<file path="src/hcis_map.svh">
// Register codes, field positions and reset values of the processor event block.
// Assumes inclusion by bare name from the package and the design modules.
`ifndef HCIS_MAP_SVH
`define HCIS_MAP_SVH

// Command codes on the host port
`define HCIS_CMD_STATUS_RD    8'h24
`define HCIS_CMD_STATUS_WR    8'hA4
`define HCIS_CMD_MASK_RD      8'h25
`define HCIS_CMD_MASK_WR      8'hA5

// Field positions inside both registers
`define HCIS_BIT_FRAME_ISO    0
`define HCIS_BIT_ASYNC_LIST   1
`define HCIS_BIT_XFER_DONE    2
`define HCIS_BIT_OP_REGISTER  4
`define HCIS_BIT_SUSPENDED    5
`define HCIS_BIT_CLOCK_READY  6

// Implemented bits; bit 3 and bits 15..7 read as zero
`define HCIS_FLAG_BITS        7'h77
`define HCIS_STATUS_RESET     7'h00
`define HCIS_MASK_RESET       7'h00
`define HCIS_REG_WIDTH        16
`define HCIS_FLAG_WIDTH       7

`endif

</file>
<file path="src/hcis_pkg.sv">
// Types shared by the processor event block and its byte counter.
// Assumes hcis_map.svh is on the include path.
`include "hcis_map.svh"

package hcis_pkg;

    typedef logic [`HCIS_FLAG_WIDTH-1:0] hcis_flags_t;

    typedef enum logic {
        HCIS_TRIG_LEVEL = 1'b0,
        HCIS_TRIG_EDGE  = 1'b1
    } hcis_trig_t;

    typedef enum logic [1:0] {
        HCIS_CNT_IDLE  = 2'b00,
        HCIS_CNT_COUNT = 2'b01
    } hcis_cnt_state_t;

endpackage

</file>
<file path="src/hcis_byte_counter.sv">
// Counts transferred bytes and flags the internal end of transfer.
// Assumes start and byte strobes come from logic on the same clock.
`timescale 1ns/1ps
`include "hcis_map.svh"

module hcis_byte_counter #(
    parameter int CNT_WIDTH = 16
) (
    // Clock and reset
    input  wire logic                 clk,
    input  wire logic                 rst,
    // Transfer control
    input  wire logic                 xfer_start,
    input  wire logic                 byte_strobe,
    input  wire logic [CNT_WIDTH-1:0] byte_count_limit,
    // Result
    output logic                      end_pulse
);

    hcis_pkg::hcis_cnt_state_t state;
    logic [CNT_WIDTH-1:0]      count;
    logic [CNT_WIDTH-1:0]      limit;
    logic [CNT_WIDTH-1:0]      next_count;
    logic                      hit;

    assign next_count = count + {{(CNT_WIDTH-1){1'b0}}, 1'b1};
    assign hit        = (state == hcis_pkg::HCIS_CNT_COUNT) && byte_strobe
                        && (next_count == limit);

    ////////////////////////////////////////////////////////////////////////
    // A zero limit never starts counting, so no spurious end is reported
    always_ff @(posedge clk or posedge rst) begin
        if (rst) begin
            state <= hcis_pkg::HCIS_CNT_IDLE;
            count <= '0;
            limit <= '0;
        end else begin
            case (state)
                hcis_pkg::HCIS_CNT_IDLE: begin
                    if (xfer_start && (byte_count_limit != '0)) begin
                        state <= hcis_pkg::HCIS_CNT_COUNT;
                        count <= '0;
                        limit <= byte_count_limit;
                    end
                end
                hcis_pkg::HCIS_CNT_COUNT: begin
                    if (hit) begin
                        state <= hcis_pkg::HCIS_CNT_IDLE;
                    end else if (byte_strobe) begin
                        count <= next_count;
                    end
                end
                default: begin
                    state <= hcis_pkg::HCIS_CNT_IDLE;
                end
            endcase
        end
    end

    always_ff @(posedge clk or posedge rst) begin
        if (rst) begin
            end_pulse <= 1'b0;
        end else begin
            end_pulse <= hit;
        end
    end

    ////////////////////////////////////////////////////////////////////////
    count_end_a: assert property (@(posedge clk) disable iff (rst)
        hit |=> end_pulse ##1 !end_pulse)
        else $error("byte count reached without a single end pulse");

endmodule // hcis_byte_counter

</file>
<file path="src/hcis_event_ctrl.sv">
// Processor event status, mask and interrupt pin logic of the host controller.
// Assumes event strobes are same-clock pulses; the external end pin is asynchronous.
//
// Overview of operation
// - Pin asserts only for unmasked flags with master enable
// - Reads keep flags; writing one clears a flag
// - Status codes 24/A4, bits 15..7 reserved, reset zero
// - Bit 6 sets when clock becomes ready
// - Bit 5 sets when host controller is suspended
// - Bit 4 sets on operational register event
// - Bit 2 sets on internal or external transfer end
// - Bit 1 sets when acknowledged list data waits
// - Bit 0 sets at each frame start mark
// - Mask codes 25/A5, bits match status bits
// - Mask resets to zero, pin stays quiet
// - Mask one passes a flag, zero blocks it
// - Master enable zero disables pin entirely
// - Edge select chooses level or edge pin signalling
// - Internal end when byte count reaches limit
`timescale 1ns/1ps
`include "hcis_map.svh"

module hcis_event_ctrl #(
    parameter int CNT_WIDTH = 16
) (
    // Clock and reset
    input  wire logic                           clk,
    input  wire logic                           rst,
    // Host port command access
    input  wire logic                           cmd_strobe,
    input  wire logic [7:0]                     cmd_code,
    input  wire logic [`HCIS_REG_WIDTH-1:0]     cmd_wdata,
    output logic [`HCIS_REG_WIDTH-1:0]          rd_data,
    output logic                                rd_valid,
    // Hardware setup bits
    input  wire logic                           irq_pin_master_enable,
    input  wire logic                           irq_pin_edge_select,
    // Event sources on this clock
    input  wire logic                           clock_ready_evt,
    input  wire logic                           host_suspended_evt,
    input  wire logic                           op_register_evt,
    input  wire logic                           async_list_evt,
    input  wire logic                           frame_iso_list_evt,
    // Transfer end sources
    input  wire logic                           end_of_transfer_pin,
    input  wire logic                           xfer_start,
    input  wire logic                           byte_strobe,
    input  wire logic [CNT_WIDTH-1:0]           byte_count_limit,
    // Interrupt pin and state
    output logic                                irq,
    output hcis_pkg::hcis_flags_t               cpu_event_status,
    output hcis_pkg::hcis_flags_t               cpu_event_mask
);

    hcis_pkg::hcis_flags_t set_vec;
    hcis_pkg::hcis_flags_t clr_vec;
    hcis_pkg::hcis_flags_t next_status;
    hcis_pkg::hcis_trig_t  trig_mode;
    logic                  wr_status;
    logic                  wr_mask;
    logic                  rd_status;
    logic                  rd_mask;
    logic                  internal_end;
    logic                  ext_sync1;
    logic                  ext_sync2;
    logic                  ext_prev;
    logic                  ext_end;
    logic                  transfer_done;
    logic                  irq_req;
    logic                  irq_req_q;

    ////////////////////////////////////////////////////////////////////////
    // Command decode
    assign wr_status = cmd_strobe && (cmd_code == `HCIS_CMD_STATUS_WR);
    assign wr_mask   = cmd_strobe && (cmd_code == `HCIS_CMD_MASK_WR);
    assign rd_status = cmd_strobe && (cmd_code == `HCIS_CMD_STATUS_RD);
    assign rd_mask   = cmd_strobe && (cmd_code == `HCIS_CMD_MASK_RD);

    ////////////////////////////////////////////////////////////////////////
    // Transfer end: internal counter or the external pin
    hcis_byte_counter #(
        .CNT_WIDTH        (CNT_WIDTH)
    ) u_byte_counter (
        .clk              (clk),
        .rst              (rst),
        .xfer_start       (xfer_start),
        .byte_strobe      (byte_strobe),
        .byte_count_limit (byte_count_limit),
        .end_pulse        (internal_end)
    );

    // Pin is asynchronous, so two stages before the edge detector
    always_ff @(posedge clk or posedge rst) begin
        if (rst) begin
            ext_sync1 <= 1'b0;
            ext_sync2 <= 1'b0;
            ext_prev  <= 1'b0;
        end else begin
            ext_sync1 <= end_of_transfer_pin;
            ext_sync2 <= ext_sync1;
            ext_prev  <= ext_sync2;
        end
    end

    assign ext_end       = ext_sync2 && !ext_prev;
    assign transfer_done = internal_end || ext_end;

    ////////////////////////////////////////////////////////////////////////
    // Event status flags
    always_comb begin
        set_vec = '0;
        set_vec[`HCIS_BIT_CLOCK_READY] = clock_ready_evt;
        set_vec[`HCIS_BIT_SUSPENDED]   = host_suspended_evt;
        set_vec[`HCIS_BIT_OP_REGISTER] = op_register_evt;
        set_vec[`HCIS_BIT_XFER_DONE]   = transfer_done;
        set_vec[`HCIS_BIT_ASYNC_LIST]  = async_list_evt;
        set_vec[`HCIS_BIT_FRAME_ISO]   = frame_iso_list_evt;
    end

    // Reserved lanes are dropped, so a write of FF clears exactly the flags
    assign clr_vec = wr_status ? (cmd_wdata[`HCIS_FLAG_WIDTH-1:0] & `HCIS_FLAG_BITS)
                               : '0;
    // Set is applied after clear so a coincident event is kept
    assign next_status = (cpu_event_status & ~clr_vec) | set_vec;

    always_ff @(posedge clk or posedge rst) begin
        if (rst) begin
            cpu_event_status <= `HCIS_STATUS_RESET;
        end else begin
            cpu_event_status <= next_status;
        end
    end

    ////////////////////////////////////////////////////////////////////////
    // Mask register
    always_ff @(posedge clk or posedge rst) begin
        if (rst) begin
            cpu_event_mask <= `HCIS_MASK_RESET;
        end else if (wr_mask) begin
            cpu_event_mask <= cmd_wdata[`HCIS_FLAG_WIDTH-1:0] & `HCIS_FLAG_BITS;
        end
    end

    ////////////////////////////////////////////////////////////////////////
    // Read data, one cycle after the command; other codes belong elsewhere
    always_ff @(posedge clk or posedge rst) begin
        if (rst) begin
            rd_data  <= 16'h0000;
            rd_valid <= 1'b0;
        end else begin
            rd_valid <= rd_status || rd_mask;
            if (rd_status) begin
                rd_data <= {9'h000, cpu_event_status};
            end else if (rd_mask) begin
                rd_data <= {9'h000, cpu_event_mask};
            end
        end
    end

    ////////////////////////////////////////////////////////////////////////
    // Interrupt pin
    assign irq_req   = irq_pin_master_enable
                       && (|(cpu_event_status & cpu_event_mask));
    assign trig_mode = hcis_pkg::hcis_trig_t'(irq_pin_edge_select);

    // Edge mode gives one pulse per rise of the request; a flag arriving while
    // the request is already high does not pulse again
    always_ff @(posedge clk or posedge rst) begin
        if (rst) begin
            irq_req_q <= 1'b0;
            irq       <= 1'b0;
        end else begin
            irq_req_q <= irq_req;
            if (trig_mode == hcis_pkg::HCIS_TRIG_EDGE) begin
                irq <= irq_req && !irq_req_q;
            end else begin
                irq <= irq_req;
            end
        end
    end

    ////////////////////////////////////////////////////////////////////////
    // Checks
    pin_gate_a: assert property (@(posedge clk) disable iff (rst)
        !irq_pin_master_enable |=> !irq)
        else $error("interrupt pin driven while master enable is off");

    mask_block_a: assert property (@(posedge clk) disable iff (rst)
        ((cpu_event_status & cpu_event_mask) == '0) |=> !irq)
        else $error("interrupt pin driven with no unmasked flag");

    level_irq_a: assert property (@(posedge clk) disable iff (rst)
        (irq_req && !irq_pin_edge_select) |=> irq)
        else $error("level interrupt missing for an unmasked flag");

    edge_pulse_a: assert property (@(posedge clk) disable iff (rst)
        (irq && irq_pin_edge_select) |=> !irq)
        else $error("edge interrupt wider than one cycle");

    read_keeps_a: assert property (@(posedge clk) disable iff (rst)
        (!wr_status && (set_vec == '0)) |=> (cpu_event_status == $past(cpu_event_status)))
        else $error("flags changed without a clear or an event");

    clear_one_a: assert property (@(posedge clk) disable iff (rst)
        (wr_status && (set_vec == '0))
        |=> ((cpu_event_status & $past(cmd_wdata[6:0])) == '0))
        else $error("write of one did not clear the flag");

    set_wins_a: assert property (@(posedge clk) disable iff (rst)
        (set_vec != '0) |=> ((cpu_event_status & $past(set_vec)) == $past(set_vec)))
        else $error("event lost against a clear");

    mask_write_a: assert property (@(posedge clk) disable iff (rst)
        wr_mask |=> (cpu_event_mask == ($past(cmd_wdata[6:0]) & 7'h77)))
        else $error("mask write not stored");

    mask_hold_a: assert property (@(posedge clk) disable iff (rst)
        !wr_mask |=> (cpu_event_mask == $past(cpu_event_mask)))
        else $error("mask changed without a write");

    reserved_zero_a: assert property (@(posedge clk) disable iff (rst)
        rd_valid |-> ((rd_data[15:7] == 9'h000) && !rd_data[3]))
        else $error("reserved read bits not zero");

    ext_end_a: assert property (@(posedge clk) disable iff (rst)
        ($rose(end_of_transfer_pin) ##1 end_of_transfer_pin ##1 end_of_transfer_pin)
        |=> cpu_event_status[`HCIS_BIT_XFER_DONE])
        else $error("external transfer end did not set the flag");

    frame_set_a: assert property (@(posedge clk) disable iff (rst)
        frame_iso_list_evt |=> cpu_event_status[`HCIS_BIT_FRAME_ISO])
        else $error("frame event did not set its flag");

endmodule // hcis_event_ctrl

</file>
<file path="config.mk">
export PLATFORM = sky130hd
export DESIGN_NAME = hcis_event_ctrl
export DESIGN_NICKNAME = d
export VERILOG_FILES = /design/src/hcis_pkg.sv /design/src/hcis_byte_counter.sv /design/src/hcis_event_ctrl.sv
export VERILOG_INCLUDE_DIRS = /design/src /design/src/src
export SDC_FILE = /design/constraint.sdc
export NUM_CORES = 1
export LEC_CHECK = 0
export ABC_AREA = 1
export BUFFER_PORTS_ARGS = -buffer_cell sky130_fd_sc_hd__buf_2
export CAP_MARGIN = 30
export CORE_ASPECT_RATIO = 0.7
export CORE_MARGIN = 10
export CORE_UTILIZATION = 45
export DETAILED_ROUTE_END_ITERATION = 16
export PLACE_DENSITY = 0.69
export SLEW_MARGIN = 10
export SYNTH_ARGS = -nofsm -noshare
export SYNTH_HDL_FRONTEND = slang
export SYNTH_HIERARCHICAL = 1
export SYNTH_SLANG_ARGS = --single-unit
</file>
<file path="constraint.sdc">
create_clock -name clk -period 3.9 [get_ports clk]
set_input_delay 0.78 -clock clk [delete_from_list [all_inputs] [get_ports clk]]
set_output_delay 0.78 -clock clk [all_outputs]
set_load 0.05 [all_outputs]
</file>
==> impl_metrics.env <==
export IMPL_drt_initial_drc_count=255
export IMPL_io_buffer_count=62
export IMPL_cts_hold_buf=0
export IMPL_period_needed_ns=2.74
export IMPL_num_vias=3254
export IMPL_grt_max_degree=28
export IMPL_holdCritPathClass="reg -> reg"
export IMPL_fp_dieArea_mm2=0.0119
export IMPL_drtPass1Iterations=5
export IMPL_routed_via_density=4.94
export IMPL_leakagePower_nw=2.29
export IMPL_setup_viol=0
export IMPL_start_util_pct=47.3
export IMPL_pre_cts_ws_ns=1.20
export IMPL_endpoint_kind="flop"
export IMPL_yosys_cell_types_count=29
export IMPL_grt_ovfl_total=0
export IMPL_cts_sinks=58
export IMPL_final_cell_mix="nand2_1 (167), buf_2 (62), inv_1 (58), dfrtp_1 (58), nand3_1 (52)"
export IMPL_cp_required_ns=4.11
export IMPL_min_delay_start="ext_sync1$_DFF_PP0_"
export IMPL_area_growth_pct=19.7
export IMPL_critPathLaunch="u_byte_counter/count[0]$_DFFE_PP0P_"
export IMPL_fin_nets=610
export IMPL_worstSetupPathType="reg -> reg"
export IMPL_io_pins=85
export IMPL_hold_slack_ns=0.349
export IMPL_fp_dieH_um=94.2
export IMPL_place_inst=642
export IMPL_status="finished clean"
export IMPL_synth_seq_cells=58
export IMPL_slew_headroom_pct=58.6
export IMPL_routedWlPerCell_um=14.0
export IMPL_layout_commonest_cell="nand2_1"
export IMPL_routabilityCongestion=0.896
export IMPL_antenna_diode_count=0
export IMPL_ir_worst_vdd_mv=0.410
export IMPL_grt_pass1_vias=3144
export IMPL_hpwl_um=7050
export IMPL_synth_avg_cell_area_um2=7.24
export IMPL_antenna_found_initial=0
export IMPL_cap_violations=0
export IMPL_synth_yosys_seq_area_share_pct=41.0
export IMPL_worst_path_max_fanout=17
export IMPL_layout_setup_ws_ns=1.16
export IMPL_slew_violations=0
export IMPL_die_w_um=126
export IMPL_ant_nets=0
export IMPL_rsz0062_at_grt="false"
export IMPL_cts_buffer_depth=2
export IMPL_p_per_area_mw_per_mm2=436
export IMPL_hold_violations=0
export IMPL_rows=26
export IMPL_regToRegStartpoint="u_byte_counter/count[0]$_DFFE_PP0P_"
export IMPL_fin_util_pct=56.6
export IMPL_syn_area_mm2=0.00354
export IMPL_syn_inst=489
export IMPL_tns_ns=0
export IMPL_clock_fmax_ghz=0.365
export IMPL_cts_tree="built"
export IMPL_h_tree_depth=3
export IMPL_drive_gt1_share_pct=21.9
export IMPL_core_area_mm2=0.00748
export IMPL_drc=0
export IMPL_path_clk_slew_ns=0.05
export IMPL_wl_um=9260
export IMPL_cts_inserted_buffers=9
export IMPL_period_share_pct=70.3
export IMPL_grt_usage_pct=15.8
export IMPL_critPathLaunchType="flop"
export IMPL_insertion_delay_ns=0.33
export IMPL_cts_root_buffer="clkbuf_16"
export IMPL_finalClockSkew_ns=0.00751
export IMPL_ys_warn_count=6
export IMPL_fin_cells=659
export IMPL_cp_arrival_ns=2.95
export IMPL_grt_pass1_wl_um=15300
export IMPL_post_cts_repair_setup_buffers=0
export IMPL_worstMarginPinSlew_ns=0.620
export IMPL_cts_resized=0
-- through the flow --
step	area (um2)	total power (W)
5_1_grt	4240	0.00193
3_3_place_gp	3870	0.00100
6_report	4240	0.00185
2_1_floorplan	3580	0.000937
4_1_cts	4220	0.00186
3_5_place_dp	3900	0.00102
-- cell usage after synthesis --
| library cell | n | area [um2] |
|---|---|---|
| nor2_2 | 5 | 31.3 |
| nand2_2 | 8 | 50.1 |
| nor2_4 | 5 | 56.3 |
| nor2_8 | 2 | 40.0 |
| buf_4 | 12 | 90.1 |
| buf_6 | 4 | 45.0 |
| nor4_1 | 4 | 25.0 |
| nand3b_1 | 5 | 37.5 |
| o21ai_0 | 5 | 25.0 |
| clkinv_1 | 7 | 26.3 |
| nand4_1 | 9 | 56.3 |
| nand3_2 | 4 | 40.0 |
| clkbuf_1 | 2 | 7.51 |
| nor2_1 | 42 | 158 |
| nand3_1 | 52 | 260 |
| inv_2 | 1 | 3.75 |
| dfrtp_1 | 58 | 1450 |
| ha_1 | 1 | 12.5 |
| nand2_4 | 3 | 33.8 |
| conb_1 | 1 | 3.75 |
| mux2_2 | 8 | 90.1 |
| xnor2_1 | 1 | 8.76 |
| nand2_1 | 167 | 627 |
| o21ai_1 | 2 | 10.0 |
| buf_1 | 3 | 11.3 |
| inv_1 | 58 | 218 |
| o21bai_2 | 1 | 11.3 |
| a21oi_1 | 15 | 75.1 |
| o21ai_2 | 4 | 35.0 |
-- layer usage --
metal | global-route usage (%) | routed length (um) | vias to the layer above
li1 | - | - | 1649
met1 | 20.8 | 4370 | 1481
met2 | 24.4 | 4150 | 115
met3 | 4.34 | 612 | 9
met4 | 5.67 | 123 | 0
met5 | 0 | 0 | -
-- cell type report --
type / count / area, um2
fillers: 704 / 3250
well taps: 98 / 123
inverters: 66 / 248
clock buffers: 9 / 225
clock inverters: 7 / 93.8
flip-flops and latches: 58 / 1450
multi-input cells: 355 / 1730
repair buffers: 66 / 368
-- final timing paths --
kind                                                             end  slack [ns]  depth (start not counted)
worst max register to register   u_byte_counter/count[5]$_DFFE_PP0P_        1.16                         14
worst max-delay path             u_byte_counter/count[5]$_DFFE_PP0P_        1.16                         14
max in group asynchronous       u_byte_counter/count[15]$_DFFE_PP0P_        2.90                          3
worst min-delay path                             ext_sync2$_DFF_PP0_        0.35                          0
min in group asynchronous                              irq$_DFF_PP0_        0.40                          2
worst min register to register                   ext_sync2$_DFF_PP0_        0.35                          0
-- state kept, by name, summed over array words and instances, names as in the netlist --
register,cells
irq_req_q,1
irq,1
ext_sync2,1
cpu_event_mask,6
ext_sync1,1
u_byte_counter/state,1
ext_prev,1
u_byte_counter/end_pulse,1
rd_valid,1
cpu_event_status,6
rd_data,6
u_byte_counter/count,16
u_byte_counter/limit,16
-- kinds of logic after synthesis --
| kind of cell | Yosys count | share of synthesized area [%] |
|---|---|---|
| simple gates | 306 | 40.0 |
| buf+inv | 87 | 11.3 |
| flops | 58 | 41.0 |
| compound gates | 27 | 4.42 |
| mux | 8 | 2.55 |
| fa+ha+maj | 1 | 0.353 |
| other cells | 1 | 0.106 |
| xor+xnor | 1 | 0.247 |
-- where the power goes --
part | internal [W] | leakage (nW) | total (W) | switching [W]
Sequential | 0.000640 | 0.682 | 0.000683 | 0.0000431
Combinational | 0.0000983 | 1.46 | 0.000325 | 0.000227
Clock | 0.000557 | 0.151 | 0.000838 | 0.000281
-- worst max-delay path, cell delays in order (launching register included) --
cell	delay [ns]
dfrtp_1	0.48
ha_1	0.24
nand2_1	0.12
nor2_2	0.34
nand3_1	0.13
nand2_1	0.11
nor2_1	0.04
nor2_1	0.14
nand2_1	0.09
nor2_1	0.15
nand3_2	0.14
nand2_4	0.23
nand2_4	0.20
nand2_1	0.12
nand2_1	0.06
No activity file was read; power rests on OpenSTA's default activity.
